===== src/verilog/sfp_regs.svh =====
// Constants for the serial frame port and its multi-function pins
//
// Behaviour
// - Sample data in on falling serial clock edges
// - Host may clock write-only frames at 50 MHz
// - Host keeps conversion or readback frames at 20 MHz
// - Reset low asynchronously restores default pin configuration
// - Reset stays high except to force a reset
// - Frame select low opens exactly sixteen captured edges
// - Each pin independently converter out/in, digital in/out
// - Top pin optionally shows conversion busy
// - Results and readback leave serially on data out
// - Word MSB driven when frame select falls
// - Next bit on first rising edge after falling
`ifndef SFP_REGS_SVH
`define SFP_REGS_SVH

// Frame geometry
`define SFP_FRAME_BITS        16
`define SFP_CNT_W             5
`define SFP_PIN_COUNT         8
`define SFP_TOP_PIN           7

// Reset value of every pin mode: digital input keeps the pins undriven
`define SFP_PIN_MODE_RST      2'h2
`define SFP_BUSY_EN_RST       1'b0

// Serial clock limits in MHz and the system clock rate in MHz
`define SFP_SCLK_WRITE_MAX_MHZ 50
`define SFP_SCLK_READ_MAX_MHZ  20
`define SFP_SYS_CLK_MHZ        10

// Least half period of the serial clock, in system cycles, rounded up
`define SFP_SCLK_HALF_MIN_CYC \
    ((`SFP_SYS_CLK_MHZ + 2 * `SFP_SCLK_READ_MAX_MHZ - 1) / (2 * `SFP_SCLK_READ_MAX_MHZ))

// Host default half period; 4 gives an 800 ns serial clock
`define SFP_SCLK_HALF_DEF     4

`endif

===== src/verilog/sfp_pkg.sv =====
// Types shared by both ends of the serial frame port
package sfp_pkg;

    // Role of one multi-function pin
    typedef enum logic [1:0] {
        SFP_MODE_DAC  = 2'h0,   // Converter output, digital driver off
        SFP_MODE_ADC  = 2'h1,   // Converter input, digital driver off
        SFP_MODE_DIN  = 2'h2,   // Digital input
        SFP_MODE_DOUT = 2'h3    // Digital output
    } sfp_pin_mode_e;

    // Host frame sequencer, Gray along the usual path except gap back to idle, which flips all three bits
    typedef enum logic [2:0] {
        SFP_H_IDLE = 3'h0,      // Frame select high, clock idle high
        SFP_H_LEAD = 3'h1,      // Frame select low, before first edge
        SFP_H_LOW  = 3'h3,      // Serial clock low half
        SFP_H_HIGH = 3'h2,      // Serial clock high half
        SFP_H_TAIL = 3'h6,      // Hold after the last edge
        SFP_H_GAP  = 3'h7       // Frame select high time
    } sfp_host_state_e;

    typedef logic [15:0] sfp_word_t;

endpackage


===== src/verilog/sfp_link_if.sv =====
// Serial link between the host end and the device end
interface sfp_link_if;

    logic sclk;       // Serial clock, made by the host
    logic cs_n;       // Frame select, active low
    logic serial_data_in;        // Serial data toward the device
    logic serial_data_out;        // Serial data from the device
    logic sdo_oe_n;   // Device drives serial data out while low
    logic sdo_line;   // Resolved line level, pulled high when undriven

    // Undriven output reads as the pull-up level
    assign sdo_line = sdo_oe_n ? 1'b1 : serial_data_out;

    modport host (
        output sclk,
        output cs_n,
        output serial_data_in,
        input  sdo_line
    );

    modport dev (
        input  sclk,
        input  cs_n,
        input  serial_data_in,
        output serial_data_out,
        output sdo_oe_n
    );

endinterface


===== src/verilog/sfp_dev.sv =====
// Device end: serial frame port and eight multi-function pins
`include "sfp_regs.svh"

module sfp_dev
    import sfp_pkg::*;
#(
    parameter int FRAME_BITS = `SFP_FRAME_BITS,
    parameter int PINS       = `SFP_PIN_COUNT
) (
    input  wire logic                  i_clk_sys,
    input  wire logic                  i_arst_n,
    sfp_link_if.dev                    io_link,
    input  wire logic [FRAME_BITS-1:0] i_tx_word,
    output logic      [FRAME_BITS-1:0] o_rx_word,
    output logic                       o_rx_valid,
    output logic                       o_frame_active,
    input  wire logic                  i_cfg_we,
    input  wire logic [2*PINS-1:0]     i_cfg_modes,
    input  wire logic                  i_cfg_busy_en,
    input  wire logic                  i_adc_busy,
    input  wire logic [PINS-1:0]       i_gpio_out,
    output logic      [PINS-1:0]       o_gpio_in,
    output logic      [PINS-1:0]       o_adc_route,
    output logic      [PINS-1:0]       o_dac_route,
    input  wire logic [PINS-1:0]       i_pin_in,
    output logic      [PINS-1:0]       o_pin_out,
    output logic      [PINS-1:0]       o_pin_oe_n
);

    ////////////////////////////////////////////////////////////////////////////////
    // Link synchronisers

    logic [2:0] link_s1_q;      // First stage: sclk, cs_n, sdi
    logic [2:0] link_s2_q;      // Second stage, first logic-visible copy
    logic [2:0] link_s3_q;      // Previous value for edge detection

    // All three link lines pass the same depth so data stays aligned to clock
    always_ff @(posedge i_clk_sys or negedge i_arst_n)
    begin
        if (!i_arst_n)
        begin
            link_s1_q <= 3'h3;
            link_s2_q <= 3'h3;
            link_s3_q <= 3'h3;
        end
        else
        begin
            link_s1_q <= {io_link.serial_data_in, io_link.cs_n, io_link.sclk};
            link_s2_q <= link_s1_q;
            link_s3_q <= link_s2_q;
        end
    end

    ////////////////////////////////////////////////////////////////////////////////
    // Edge decode

    wire logic sclk_now   = link_s2_q[0];   // Synchronised serial clock
    wire logic sclk_prev  = link_s3_q[0];   // One cycle older
    wire logic cs_n_now   = link_s2_q[1];   // Synchronised frame select
    wire logic cs_n_prev  = link_s3_q[1];   // One cycle older
    wire logic sdi_now    = link_s2_q[2];   // Data aligned with sclk_now

    wire logic sclk_fall  = sclk_prev & ~sclk_now;
    wire logic sclk_rise  = ~sclk_prev & sclk_now;
    wire logic frame_open = cs_n_prev & ~cs_n_now;
    wire logic in_frame   = ~cs_n_now & ~cs_n_prev;

    ////////////////////////////////////////////////////////////////////////////////
    // Receive path

    logic [FRAME_BITS-1:0] rx_shift_q;     // Input shift register
    logic [`SFP_CNT_W-1:0] rx_cnt_q;       // Falling edges taken this frame
    logic                  armed_q;        // A falling edge awaits its rise
    logic [FRAME_BITS-1:0] tx_shift_q;     // Outgoing word, MSB on the pin

    localparam logic [`SFP_CNT_W-1:0] LAST_CNT = `SFP_CNT_W'(FRAME_BITS);

    // Only falling edges inside an open frame count; extra ones are dropped
    wire logic take_bit  = in_frame & sclk_fall & (rx_cnt_q != LAST_CNT);
    wire logic word_done = take_bit & (rx_cnt_q == LAST_CNT - `SFP_CNT_W'(1));
    // Rising edge advances output only once a falling edge has been seen
    wire logic shift_out = in_frame & sclk_rise & armed_q;

    // Shift and count; only the count restarts when a frame opens
    always_ff @(posedge i_clk_sys or negedge i_arst_n)
    begin
        if (!i_arst_n)
        begin
            rx_shift_q <= '0;
            rx_cnt_q   <= '0;
        end
        else if (frame_open)
        begin
            rx_cnt_q <= '0;
        end
        else if (take_bit)
        begin
            rx_shift_q <= {rx_shift_q[FRAME_BITS-2:0], sdi_now};
            rx_cnt_q   <= rx_cnt_q + `SFP_CNT_W'(1);
        end
    end

    // Completed word, presented with a one-cycle strobe
    always_ff @(posedge i_clk_sys or negedge i_arst_n)
    begin
        if (!i_arst_n)
        begin
            o_rx_word  <= '0;
            o_rx_valid <= 1'b0;
        end
        else
        begin
            o_rx_valid <= word_done;
            if (word_done)
            begin
                o_rx_word <= {rx_shift_q[FRAME_BITS-2:0], sdi_now};
            end
        end
    end

    ////////////////////////////////////////////////////////////////////////////////
    // Transmit path

    // Arm on a fall, disarm on the rise that consumes it; idle level is free
    always_ff @(posedge i_clk_sys or negedge i_arst_n)
    begin
        if (!i_arst_n)
        begin
            armed_q <= 1'b0;
        end
        else if (frame_open || !in_frame)
        begin
            armed_q <= 1'b0;
        end
        else if (sclk_fall)
        begin
            armed_q <= 1'b1;
        end
        else if (sclk_rise)
        begin
            armed_q <= 1'b0;
        end
    end

    // Load at frame open so the MSB stands before the first edge
    always_ff @(posedge i_clk_sys or negedge i_arst_n)
    begin
        if (!i_arst_n)
        begin
            tx_shift_q <= '0;
        end
        else if (frame_open)
        begin
            tx_shift_q <= i_tx_word;
        end
        else if (shift_out)
        begin
            tx_shift_q <= {tx_shift_q[FRAME_BITS-2:0], 1'b0};
        end
    end

    // Output driven only while a frame is open, so other slaves may share it
    logic sdo_oe_n_q;   // Registered enable, low while driving

    always_ff @(posedge i_clk_sys or negedge i_arst_n)
    begin
        if (!i_arst_n)
        begin
            sdo_oe_n_q <= 1'b1;
        end
        else
        begin
            sdo_oe_n_q <= cs_n_now;
        end
    end

    assign io_link.serial_data_out      = tx_shift_q[FRAME_BITS-1];
    assign io_link.sdo_oe_n = sdo_oe_n_q;
    assign o_frame_active   = ~sdo_oe_n_q;

    ////////////////////////////////////////////////////////////////////////////////
    // Pin configuration

    logic busy_en_q;    // Top pin shows conversion busy

    // Reset forces defaults regardless of link clock activity
    always_ff @(posedge i_clk_sys or negedge i_arst_n)
    begin
        if (!i_arst_n)
        begin
            busy_en_q <= `SFP_BUSY_EN_RST;
        end
        else if (i_cfg_we)
        begin
            busy_en_q <= i_cfg_busy_en;
        end
    end

    ////////////////////////////////////////////////////////////////////////////////
    // Per-pin logic

    genvar g;
    generate
        for (g = 0; g < PINS; g++)
        begin : g_pin
            sfp_pin_mode_e mode_q;   // Role of this pin
            logic          in_s1_q;  // Pin input, first stage
            logic          in_s2_q;  // Pin input, second stage
            logic          busy_pin; // Busy overrides this pin

            // Each pin keeps its own mode; a write updates all at once
            always_ff @(posedge i_clk_sys or negedge i_arst_n)
            begin
                if (!i_arst_n)
                begin
                    mode_q <= sfp_pin_mode_e'(`SFP_PIN_MODE_RST);
                end
                else if (i_cfg_we)
                begin
                    mode_q <= sfp_pin_mode_e'(i_cfg_modes[2*g +: 2]);
                end
            end

            // Top pin only; busy wins over the chosen role
            assign busy_pin = (g == `SFP_TOP_PIN) && busy_en_q;

            // Pin level from outside, two stages before use
            always_ff @(posedge i_clk_sys or negedge i_arst_n)
            begin
                if (!i_arst_n)
                begin
                    in_s1_q <= 1'b0;
                    in_s2_q <= 1'b0;
                end
                else
                begin
                    in_s1_q <= i_pin_in[g];
                    in_s2_q <= in_s1_q;
                end
            end

            // Registered pin outputs and routing flags
            always_ff @(posedge i_clk_sys or negedge i_arst_n)
            begin
                if (!i_arst_n)
                begin
                    o_pin_out[g]   <= 1'b0;
                    o_pin_oe_n[g]  <= 1'b1;
                    o_gpio_in[g]   <= 1'b0;
                    o_adc_route[g] <= 1'b0;
                    o_dac_route[g] <= 1'b0;
                end
                else if (busy_pin)
                begin
                    o_pin_out[g]   <= i_adc_busy;
                    o_pin_oe_n[g]  <= 1'b0;
                    o_gpio_in[g]   <= 1'b0;
                    o_adc_route[g] <= 1'b0;
                    o_dac_route[g] <= 1'b0;
                end
                else
                begin
                    // Digital driver only in output mode; converters use analog path
                    o_pin_out[g]   <= (mode_q == SFP_MODE_DOUT) & i_gpio_out[g];
                    o_pin_oe_n[g]  <= (mode_q != SFP_MODE_DOUT);
                    o_gpio_in[g]   <= (mode_q == SFP_MODE_DIN) & in_s2_q;
                    o_adc_route[g] <= (mode_q == SFP_MODE_ADC);
                    o_dac_route[g] <= (mode_q == SFP_MODE_DAC);
                end
            end
        end
    endgenerate

endmodule // sfp_dev


===== src/flat_wrapper.sv =====
// flat-port wrapper written by rule: the top's interface ports become plain ports
module sfp_dev_flat import sfp_pkg::*;
#(
    parameter int FRAME_BITS = `SFP_FRAME_BITS,
    parameter int PINS       = `SFP_PIN_COUNT
)
  (i_clk_sys, i_arst_n, i_tx_word, o_rx_word, o_rx_valid, o_frame_active, i_cfg_we, i_cfg_modes, i_cfg_busy_en, i_adc_busy, i_gpio_out, o_gpio_in, o_adc_route, o_dac_route, i_pin_in, o_pin_out, o_pin_oe_n, io_link_sclk, io_link_cs_n, io_link_serial_data_in, io_link_serial_data_out, io_link_sdo_oe_n);
  sfp_link_if io_link_i ();
  input  wire logic i_clk_sys;
  input  wire logic i_arst_n;
  input  wire logic [FRAME_BITS-1:0] i_tx_word;
  output logic      [FRAME_BITS-1:0] o_rx_word;
  output logic o_rx_valid;
  output logic o_frame_active;
  input  wire logic i_cfg_we;
  input  wire logic [2*PINS-1:0] i_cfg_modes;
  input  wire logic i_cfg_busy_en;
  input  wire logic i_adc_busy;
  input  wire logic [PINS-1:0] i_gpio_out;
  output logic      [PINS-1:0] o_gpio_in;
  output logic      [PINS-1:0] o_adc_route;
  output logic      [PINS-1:0] o_dac_route;
  input  wire logic [PINS-1:0] i_pin_in;
  output logic      [PINS-1:0] o_pin_out;
  output logic      [PINS-1:0] o_pin_oe_n;
  input wire logic [$bits(io_link_i.sclk)-1:0] io_link_sclk;
  input wire logic [$bits(io_link_i.cs_n)-1:0] io_link_cs_n;
  input wire logic [$bits(io_link_i.serial_data_in)-1:0] io_link_serial_data_in;
  output wire logic [$bits(io_link_i.serial_data_out)-1:0] io_link_serial_data_out;
  output wire logic [$bits(io_link_i.sdo_oe_n)-1:0] io_link_sdo_oe_n;
  assign io_link_i.sclk = io_link_sclk;
  assign io_link_i.cs_n = io_link_cs_n;
  assign io_link_i.serial_data_in = io_link_serial_data_in;
  assign io_link_serial_data_out = io_link_i.serial_data_out;
  assign io_link_sdo_oe_n = io_link_i.sdo_oe_n;
  sfp_dev #(.FRAME_BITS(FRAME_BITS), .PINS(PINS)) u_core (.i_clk_sys(i_clk_sys), .i_arst_n(i_arst_n), .io_link(io_link_i), .i_tx_word(i_tx_word), .o_rx_word(o_rx_word), .o_rx_valid(o_rx_valid), .o_frame_active(o_frame_active), .i_cfg_we(i_cfg_we), .i_cfg_modes(i_cfg_modes), .i_cfg_busy_en(i_cfg_busy_en), .i_adc_busy(i_adc_busy), .i_gpio_out(i_gpio_out), .o_gpio_in(o_gpio_in), .o_adc_route(o_adc_route), .o_dac_route(o_dac_route), .i_pin_in(i_pin_in), .o_pin_out(o_pin_out), .o_pin_oe_n(o_pin_oe_n));
endmodule

===== config.mk =====
export PLATFORM = sky130hd
export DESIGN_NAME = sfp_dev_flat
export DESIGN_NICKNAME = d
export VERILOG_FILES = /design/src/verilog/sfp_pkg.sv /design/src/verilog/sfp_link_if.sv /design/src/verilog/sfp_dev.sv /design/src/flat_wrapper.sv
export VERILOG_INCLUDE_DIRS = /design/src /design/src/verilog
export SDC_FILE = /design/constraint.sdc
export NUM_CORES = 1
export LEC_CHECK = 0
export BUFFER_PORTS_ARGS = -buffer_cell sky130_fd_sc_hd__buf_2
export CORE_ASPECT_RATIO = 1.5
export CORE_MARGIN = 5
export CORE_UTILIZATION = 45
export CTS_CLUSTER_DIAMETER = 60
export DETAILED_ROUTE_END_ITERATION = 10
export HOLD_SLACK_MARGIN = 0.05
export PLACE_DENSITY = 0.69
export SYNTH_ARGS = -nofsm -noshare
export SYNTH_HDL_FRONTEND = slang
export SYNTH_SLANG_ARGS = --single-unit

===== constraint.sdc =====
create_clock -name i_clk_sys -period 2.2 [get_ports i_clk_sys]
set_input_delay 0.33 -clock i_clk_sys [delete_from_list [all_inputs] [get_ports i_clk_sys]]
set_output_delay 0.33 -clock i_clk_sys [all_outputs]
set_load 0.02 [all_outputs]

==> results of run 1 <==
metal layers:
layer | vias up | part of all wire [%] | GRT usage, %
li1 | 1387 | - | -
met1 | 1431 | 40 | 18.1
met2 | 87 | 52 | 24.4
met3 | 10 | 6.8 | 6.22
met4 | 0 | 1.2 | 4.82
met5 | - | 0 | 0
power by group through the flow:
| stage | Sequential [mW] | Combinational (mW) | Clock [mW] |
|---|---|---|---|
| floorplan | 2.92 | 0.171 | 0 |
| global placement | 2.86 | 0.450 | 0 |
| global route | 2.85 | 0.526 | 2.85 |
| CTS | 2.83 | 0.483 | 2.73 |
| finish | 2.82 | 0.472 | 2.66 |
| detailed placement | 2.86 | 0.465 | 0 |
worst max-delay path: stages (launching register included):
cell and delay, ns:
dfstp_2 0.54, nor4b_4 0.31, and2_1 0.26, buf_4 0.26, mux2_2 0.36
area by class of cell:
type	instances	area, sq um	area share (%)
timing repair buffer	134	767	12.2
clock buffer	20	457	7.28
inverter	22	82.6	1.32
clock inverter	12	118	1.88
multi-input combinational	150	1260	20.1
sequential	135	3410	54.3
tap	144	180	2.87
state kept, by name, indices dropped and copies added, names as in the netlist:
signal / cells
u_core.g_pin.mode_q: 16
u_core.o_rx_word: 16
u_core.tx_shift_q: 16
u_core.rx_shift_q: 15
u_core.g_pin.in_s1_q: 8
u_core.g_pin.in_s2_q: 8
u_core.o_adc_route: 8
u_core.o_dac_route: 8
u_core.o_gpio_in: 8
u_core.o_pin_oe_n: 8
u_core.o_pin_out: 8
u_core.rx_cnt_q: 5
u_core.link_s1_q: 3
u_core.link_s2_q: 3
u_core.link_s3_q: 2
u_core.armed_q: 1
u_core.busy_en_q: 1
u_core.o_rx_valid: 1
cells in the mapped netlist:
cell type / n
mux2_2: 38
nor4b_4: 1
buf_2: 2
nor3b_1: 1
and3_1: 9
nand2_1: 12
nand3_1: 3
nor2_1: 9
xor2_1: 1
a41o_1: 1
and3b_1: 8
a21oi_1: 1
buf_12: 2
nor3_1: 2
o31ai_1: 1
a211oi_1: 1
a32oi_1: 15
mux2_1: 1
o21ai_0: 17
nor2b_1: 8
dfrtp_1: 113
ha_1: 3
o21ba_2: 1
nand4bb_1: 1
dfstp_2: 22
maj3_1: 1
inv_1: 22
mux2_4: 9
mux2i_1: 3
and2_1: 2
clkbuf_1: 6
or2b_1: 1
buf_6: 2
cell families (layout without fill, tap and decap cells):
kind of cell	after synthesis	in the layout	share of synthesized area [%]
AOI/OAI and AO/OA	37	37	5.30
xor gates and xnor gates	1	1	0.181
adders and majority gates	4	4	0.982
buffers and inverters	34	188	3.67
DFF	135	135	70.3
muxes	51	51	12.5
and+or+nand+nor	57	57	7.08
per-stage QoR:
step / instance area, sq um / power, mW
final: 6270 / 5.95
after detailed placement: 5580 / 3.33
after floorplan: 4840 / 3.09
after global placement: 5580 / 3.31
after global routing: 6270 / 6.23
after CTS: 6270 / 6.04
placed cells by master, fill, tap and decap left out, types with 8 or more instances in the layout:
master	instances
a32oi_1	15
and3_1	9
and3b_1	8
buf_2	114
clkbuf_16	17
dfrtp_1	113
dfstp_2	22
dlygate4sd3_1	12
inv_1	22
mux2_2	38
mux2_4	9
nand2_1	12
nor2_1	9
nor2b_1	8
o21ai_0	17
final timing paths:
check / from / to / slack (ns) / depth (start not counted)
max reg2reg: u_core.link_s3_q[0] / u_core.rx_shift_q[7] / 0.34 / 4
min in group asynchronous: i_arst_n / u_core.g_pin[4].mode_q[0] / 0.35 / 2
max in group asynchronous: i_arst_n / u_core.o_pin_oe_n[2] / 1.17 / 3
max: u_core.link_s3_q[0] / u_core.rx_shift_q[7] / 0.34 / 4
min: i_tx_word[11] / u_core.tx_shift_q[11] / 0.16 / 3
min reg2reg: u_core.g_pin[0].in_s1_q / u_core.g_pin[0].in_s2_q / 0.35 / 0
==> flow_summary.toml, run 1 <==
[power]
p_leak_nw = 3.16
pwr-share-clk_pct = 44.6
switching_share_pct = 23.7
ir_drop_mv = 0.697
p_sw_mw = 1.41
powerDensity_nw_per_um2 = 949
seqPwrFrac_pct = 47.4
p_comb_share_pct = 7.9
p_int_mw = 4.54

[finish]
fin_nets = 519
final_util_pct = 59.2
syn2layout_area_growth_pct = 29.4
instances_no_fill = 617
n_fill_cell = 885
drive_gt1_share_pct = 47.4
diodes = 0

[sta]
grt_setup_unrepaired = "no"
fin_crit_sh_pct = 84.5
hold_slack_ns = 0.158
finalHoldViolCount = 0
drv_slew = 0
tns_ns = 0
timing.fmax_mhz = 538
skew_ns = 0.00885
max_slew_margin_pct = 31.9
tightest_slew_ns = 1.02
final-setup-viol-count = 0
setup_ws_ns = 0.342
min_period_ns = 1.86

[synthesis]
ys_seq_area_share_pct = 70.3
netlist.area_leader.share_pct = 58.4
ys_ff_latch = 135
netlist_instances = 319
yosysUniqueCellTypes = 33
synth_largest_area_cell = "dfrtp_1"
synth_nets = 378
ys_top_cells_by_area = "dfrtp_1 58%, dfstp_2 12%, mux2_2 8.8%"
syn_area_sq_um = 4840
synth_area_per_cell_sq_um = 15.2
yosys_warnings = 0

[worst_setup_path]
end_kind = "register"
arrival_ns = 2.13
worstPathMaxFanout = 16
crit_type = "register to register"
cp.required_ns = 2.48
start_kind = "register"

[die]
chipWidth_microns = 94.7
fp-row-count = 46
start_util_pct = 45.7
dieArea_sq_um = 13000
die_y_microns = 137
ios = 116
coreArea_sq_um = 10600

[placement]
gp_congestion = 0.734
place_hpwl_microns = 6370
dpl.cell_count = 573
dp_slack_ns = 0.338
placement.io_buffers = 115

[clock_network]
cts_buffers = 17
ctsRootBufferMaster = "clkbuf_16"
clock_path_buffers = 2
cts_hold_buf = 12
cts_resized = 0
cts_tree = "done"
cts.sinks = 135
insertion_delay_ns = 0.40
htreeDepth = 4
cts_setup_buffers = 0
cts.clk_slew.worst_paths_ns = 0.06

[grt]
antenna_found_initial = 0
grt.overflow.total = 0
grt_pass1_vias = 3170
grt_first_pass_wirelength_microns = 15200
track_usage_pct = 15.0
grt_max_degree = 53

[routing]
dr.first_iter.drc_count = 38
wl_microns = 8970
drtAntennaViolNets = 0
drt_first_pass_iters = 4
wl_per_cell_microns = 14.5
drc = 0
via_per_inst = 4.72
vias = 2915

[run_status]
outcome = "complete, no violations"

[min_path]
hp-class = "input port to register"

[flow_run]
drv_cap = 0
Note: power is estimated with default switching activity, not from simulation.
==> run 2, diff against run 1 <==
- ABC_AREA: default -> 1
- PLACE_DENSITY: 0.69 -> 0.71
- clock period: 2.2 -> 1.6 ns (I/O delays scaled with it)
==> run 2 against run 1 <==
  * Synthesized cell count is 53% higher
  * Routed wire length grew 16%
  * Utilization up 1.6 points
  * Clock skew fell by 0.0019 ns
  * Fmax is 23% higher
  * Register-to-register slack got worse by 0.25 ns
==> flow_summary.toml, run 2 <==
[run_status]
outcome = "complete, no violations"

[synthesis]
synth.most_common_cell = "nand2_1"
synth_nets = 547
synth_flop_cell = "dfrtp_1"
netlist_instances = 488
synth_commonest_cells = "196 x nand2_1, 113 x dfrtp_1, 33 x nor2_1"
syn_area_sq_um = 5020
ys_seq_area_share_pct = 67.9
yosysUniqueCellTypes = 27
netlist.area_leader.share_pct = 56.4
ys_async_sr_fraction_pct = 100
yosys_warnings = 0
ys_ff_latch = 135
synth_area_per_cell_sq_um = 10.3
synth-edff-count = 0
synth_largest_area_cell = "dfrtp_1"
ys_top_cells_by_area = "dfrtp_1 56%, nand2_1 15%, dfstp_2 12%"

[finish]
syn2layout_area_growth_pct = 33.4
fin_nets = 704
drive_gt1_share_pct = 31.3
final_cell_area_sq_um = 6690
multi_input_area_sq_um = 1410
layout_commonest_cell = "nand2_1"
top_regs = "u_core.g_pin.mode_q (16), u_core.o_rx_word (16), u_core.tx_shift_q (16)"
n_fill_cell = 956
final_util_pct = 60.8
layout_common_cells = "196 x nand2_1, 114 x buf_2, 113 x dfrtp_1, 33 x nor2_1, 27 x dlygate4sd3_1"
seq_area_sq_um = 3410
instances_no_fill = 806

[clock_network]
cts.clk_slew.worst_paths_ns = 0.06
insertion_delay_ns = 0.41
cts.sinks = 135
clock_path_buffers = 2
cts_buffers = 17
htreeDepth = 4
ctsRootBufferMaster = "clkbuf_16"
cts_setup_buffers = 0
cts_tree = "done"

[grt]
antenna_found_initial = 1
track_usage_pct = 16.5
grt.overflow.total = 0
grt_pass1_vias = 3746
grt_first_pass_wirelength_microns = 17300
grt_max_degree = 39

[sta]
min_period_ns = 1.51
final-setup-viol-count = 0
tns_ns = 0
timing.fmax_mhz = 662
finalHoldViolCount = 0
skew_ns = 0.00696
drv_slew = 0
tightest_slew_ns = 0.481
fin_crit_sh_pct = 94.4
max_slew_margin_pct = 68.0

[power]
p_int_mw = 6.38
seqPwrFrac_pct = 45.7
p_comb_share_pct = 9.1
p_sw_mw = 2.05
ir_drop_mv = 0.763
pwr-share-clk_pct = 45.2
p_leak_nw = 3.62
powerDensity_nw_per_um2 = 1260
switching_share_pct = 24.4

[routing]
wl_microns = 10400
drc = 0
vias = 3752
wl_per_cell_microns = 12.9
drtAntennaViolNets = 0
drt_first_pass_iters = 4
via_per_inst = 4.66
dr.first_iter.drc_count = 104

[worst_setup_path]
end_kind = "register"
reg2reg_slack_ns = 0.09
start_kind = "register"
cp.required_ns = 1.89
crit_type = "register to register"
arrival_ns = 1.80
worstPathMaxFanout = 8

[min_path]
hp-class = "input port to register"

[flow_run]
drv_cap = 0

[die]
ios = 116
die_y_microns = 139
coreArea_sq_um = 11000
start_util_pct = 45.6
fp-row-count = 47
dieArea_sq_um = 13400
chipWidth_microns = 96.2

[placement]
gp_congestion = 0.776
place_area_sq_um = 5810
placement.io_buffers = 115
dpl.cell_count = 745
place_hpwl_microns = 7090
[run 2: changes by cell type in the layout (fill, tap and decap cells not counted), sizes merged, moves of 9 or more]
| cell | before | now |
|---|---|---|
| a32oi | 15 | 0 |
| nand2 | 12 | 200 |
| dlygate4sd3 | 12 | 27 |
| mux2 | 48 | 8 |
| and3 | 9 | 0 |
| nand3 | 3 | 26 |
| nor2 | 9 | 36 |
| nand4 | 0 | 17 |
[run 2: path summary, 6_finish.rpt]
path,end,start,cells after the start
setup / recovery,u_core.o_rx_word[14],u_core.rx_cnt_q[1],7
max in group asynchronous,u_core.o_pin_oe_n[7],i_arst_n,3
setup reg to reg,u_core.o_rx_word[14],u_core.rx_cnt_q[1],7
min in group asynchronous,u_core.o_adc_route[1],i_arst_n,2
hold reg to reg,u_core.g_pin[6].in_s2_q,u_core.g_pin[6].in_s1_q,0
hold / removal,u_core.o_pin_out[6],i_gpio_out[6],3
[run 2: layout make-up]
type / instances / area share (%)
sequential: 135 / 50.9
multi-input combinational: 307 / 21.0
timing repair buffer: 156 / 14.9
clock buffer: 20 / 6.68
tap: 147 / 2.75
clock inverter: 12 / 2.13
inverter: 28 / 1.57
antenna: 1 / 0.0374
[run 2: layer usage]
layer	routed length (microns)	up-vias	global-route usage, %
met4	292	0	7.72
met1	3960	1783	19.2
met3	488	20	3.94
met5	0	-	0
li1	-	1848	-
met2	5660	101	28.0
[run 2: stage by stage]
| step | hold slack [ns] | setup slack [ns] | power (mW) |
|---|---|---|---|
| 6_report | 0.0622 | 0.0904 | 8.44 |
| 5_1_grt | 0.0514 | -0.00245 | 8.80 |
| 4_1_cts | 0.0502 | 0.103 | 8.54 |
| 3_5_place_dp | 0.165 | 0.100 | 4.63 |
| 3_3_place_gp | 0.164 | 0.193 | 4.60 |
| 2_1_floorplan | -0.0556 | 0.0686 | 4.30 |
[run 2: cells by family after synthesis]
kind of cell             share of synthesized area, %
AND/OR/NAND/NOR                                  23.8
flip-flops                                       67.9
buffers and inverters                            4.34
AO/OA/AOI/OAI                                    1.20
multiplexers                                     1.80
adder cells (fa/ha/maj)                         0.748
XOR/XNOR                                        0.175
[run 2: worst max-delay path, stage by stage, from the launching register on]
cell	delay, ns
dfrtp_1	0.41
ha_1	0.21
nand2_1	0.06
nor2_1	0.10
ha_2	0.25
nand3_2	0.19
nand2_1	0.12
nand2_1	0.06
[run 2: power by group through the flow]
stage	sequential (mW)	clock [mW]	combinational, mW
after floorplan	4.00	0	0.300
after global placement	3.90	0	0.701
after detailed placement	3.91	0	0.723
after CTS	3.86	3.90	0.782
after global routing	3.89	4.05	0.864
final	3.86	3.81	0.767
[run 2: repair_timing]
action / in CTS / in global routing
endpoints found under the hold margin: 60 / 0
setup endpoints to repair: 0 / 3
hold buffers: 27 / 0
resized for setup: 0 / 2
==> run 3, diff against run 2 <==
- ABC_AREA: 1 -> 0
- PLACE_DENSITY: 0.71 -> 0.72
==> run 3 against run 2 <==
  * The run now ends with setup timing left
  * Clock power is 5% higher
  * Global-route usage shrank 0.36 points
  * Sequential share of layout area down 0.076 points
  * Via count decreased by 17%
  * Count of clock-buffer cells in the layout decreased by 1
  * Routed wire length shrank 4.6%
  * Worst hold slack better by 0.0060 ns
  * Sequential power about the same
  * Cell count fell by 20%
  * Critical path type unchanged
  * Critical endpoint is now u_core.o_rx_word[5]
==> flow_summary.toml, run 3 (synthesis results as in run 1) <==
[sta]
final-setup-viol-count = 31
fin_crit_sh_pct = 107
min_period_ns = 1.71
setup_ws_ns = -0.105
grt_setup_unrepaired = "yes"
skew_ns = 0.00688
timing.fmax_mhz = 586
tightest_slew_ns = 0.583
drv_slew = 0
max_slew_margin_pct = 61.1
tns_ns = -2.11
finalHoldViolCount = 0

[grt]
antenna_found_initial = 0
grt.overflow.total = 0
grt_max_degree = 42
grt_first_pass_wirelength_microns = 16000
grt_pass1_vias = 3351
track_usage_pct = 16.2

[clock_network]
cts_tree = "done"
htreeDepth = 4
cts.sinks = 135
clock_path_buffers = 2
cts.clk_slew.worst_paths_ns = 0.06
ctsRootBufferMaster = "clkbuf_16"
insertion_delay_ns = 0.40
cts_buffers = 17

[run_status]
outcome = "complete, but fails checks"
violations = "setup timing"

[die]
fp-row-count = 46
dieArea_sq_um = 13000
chipWidth_microns = 94.7
ios = 116
coreArea_sq_um = 10600
start_util_pct = 45.7
die_y_microns = 137

[finish]
syn2layout_area_growth_pct = 38.3
drive_gt1_share_pct = 49.1
diodes = 0
top_regs = "u_core.g_pin.mode_q (16), u_core.o_rx_word (16), u_core.tx_shift_q (16)"
layout_commonest_cell = "buf_2"
layout_common_cells = "114 x buf_2, 113 x dfrtp_1, 26 x mux2_2, 25 x dlygate4sd3_1"
fin_nets = 543
final_cell_area_sq_um = 6700
final_util_pct = 63.3

[routing]
route.met2.wl_microns = 5260
dr.first_iter.drc_count = 63
drtAntennaViolNets = 0
wl_per_cell_microns = 15.5
wl_microns = 9930
vias = 3129
drt-met1-wl_microns = 3860
drc = 0
top_layer_used = "met4"
drt_first_pass_iters = 5
dr_wl_met3_microns = 614
via_per_inst = 4.88

[worst_setup_path]
crit_type = "register to register"
cp.required_ns = 1.88
worstPathMaxFanout = 4
end_kind = "register"
arrival_ns = 1.99
start_kind = "register"

[placement]
gp_congestion = 0.757
place_hpwl_microns = 6410
place_area_sq_um = 5690
placement.io_buffers = 115

[power]
powerDensity_nw_per_um2 = 1280
p_leak_nw = 3.33
power_mw = 8.60
ir_drop_mv = 0.925

[flow_run]
drv_cap = 0

[min_path]
hp-class = "input port to register"
[run 3: cell types whose count changed in the layout (fill, tap and decap cells not counted), moves of 15 or more]
cell and delta:
a32oi_1 +15, mux2_4 +22, nor2_1 -25, nand4_1 -17, nand2_1 -184, nand3_1 -20
mux2_2 +18
[run 3: worst paths after layout]
check | startpoint | to | slack (ns) | cells past startpoint
min in group asynchronous | i_arst_n | u_core.g_pin[4].in_s2_q | 0.26 | 2
worst max-delay path | u_core.rx_cnt_q[1] | u_core.o_rx_word[5] | -0.11 | 6
worst min-delay path | i_cfg_busy_en | u_core.busy_en_q | 0.07 | 2
max in group asynchronous | i_arst_n | u_core.o_pin_oe_n[6] | 0.72 | 3
worst min register to register | u_core.g_pin[5].in_s1_q | u_core.g_pin[5].in_s2_q | 0.35 | 0
worst max register to register | u_core.rx_cnt_q[1] | u_core.o_rx_word[5] | -0.11 | 6
[run 3: area by class of cell]
class                   count  area (sq um)
fillers                   807          3890
flip-flops and latches    135          3410
multi-input cells         150          1350
repair buffers            158          1050
clock buffers              19           453
well taps                 144           180
clock inverters            13           171
inverters                  22          82.6
[run 3: worst max-delay path, cell delays in order, from the launching register on]
cell	delay (ns)
dfrtp_1	0.38
ha_2	0.20
and3_4	0.19
ha_4	0.12
and3_4	0.24
clkbuf_16	0.17
mux2_4	0.29
[run 3: metrics by stage]
stage / hold slack [ns] / worst slack [ns] / cells
CTS: 0.0505 / -0.0801 / 637
detailed placement: 0.114 / -0.118 / 580
global placement: 0.118 / -0.0651 / 580
global route: 0.0575 / -0.146 / 641
finish: 0.0682 / -0.105 / 641
floorplan: -0.0556 / -0.0731 / 319
[run 3: repair_timing]
action / CTS / global route
endpoints found under the hold margin: 139 / 3
hold buffers: 22 / 3
setup endpoints to repair: 46 / 35
gates cloned: 1 / 1
gates resized for setup: 8 / 8
buffers inserted: 2 / 0
[run 3: metal layers]
metal | GRT usage, % | vias to the layer above
met2 | 26.7 | 98
met5 | 0 | -
met4 | 6.74 | 0
met1 | 18.6 | 1583
li1 | - | 1425
met3 | 6.22 | 23
[run 3: power by group]
| part | leakage [nW] | internal [mW] | switching (mW) |
|---|---|---|---|
| combinational | 1.34 | 0.331 | 0.382 |
| sequential | 1.69 | 3.72 | 0.166 |
| clock | 0.300 | 2.55 | 1.46 |
| total | 3.33 | 6.60 | 2.00 |
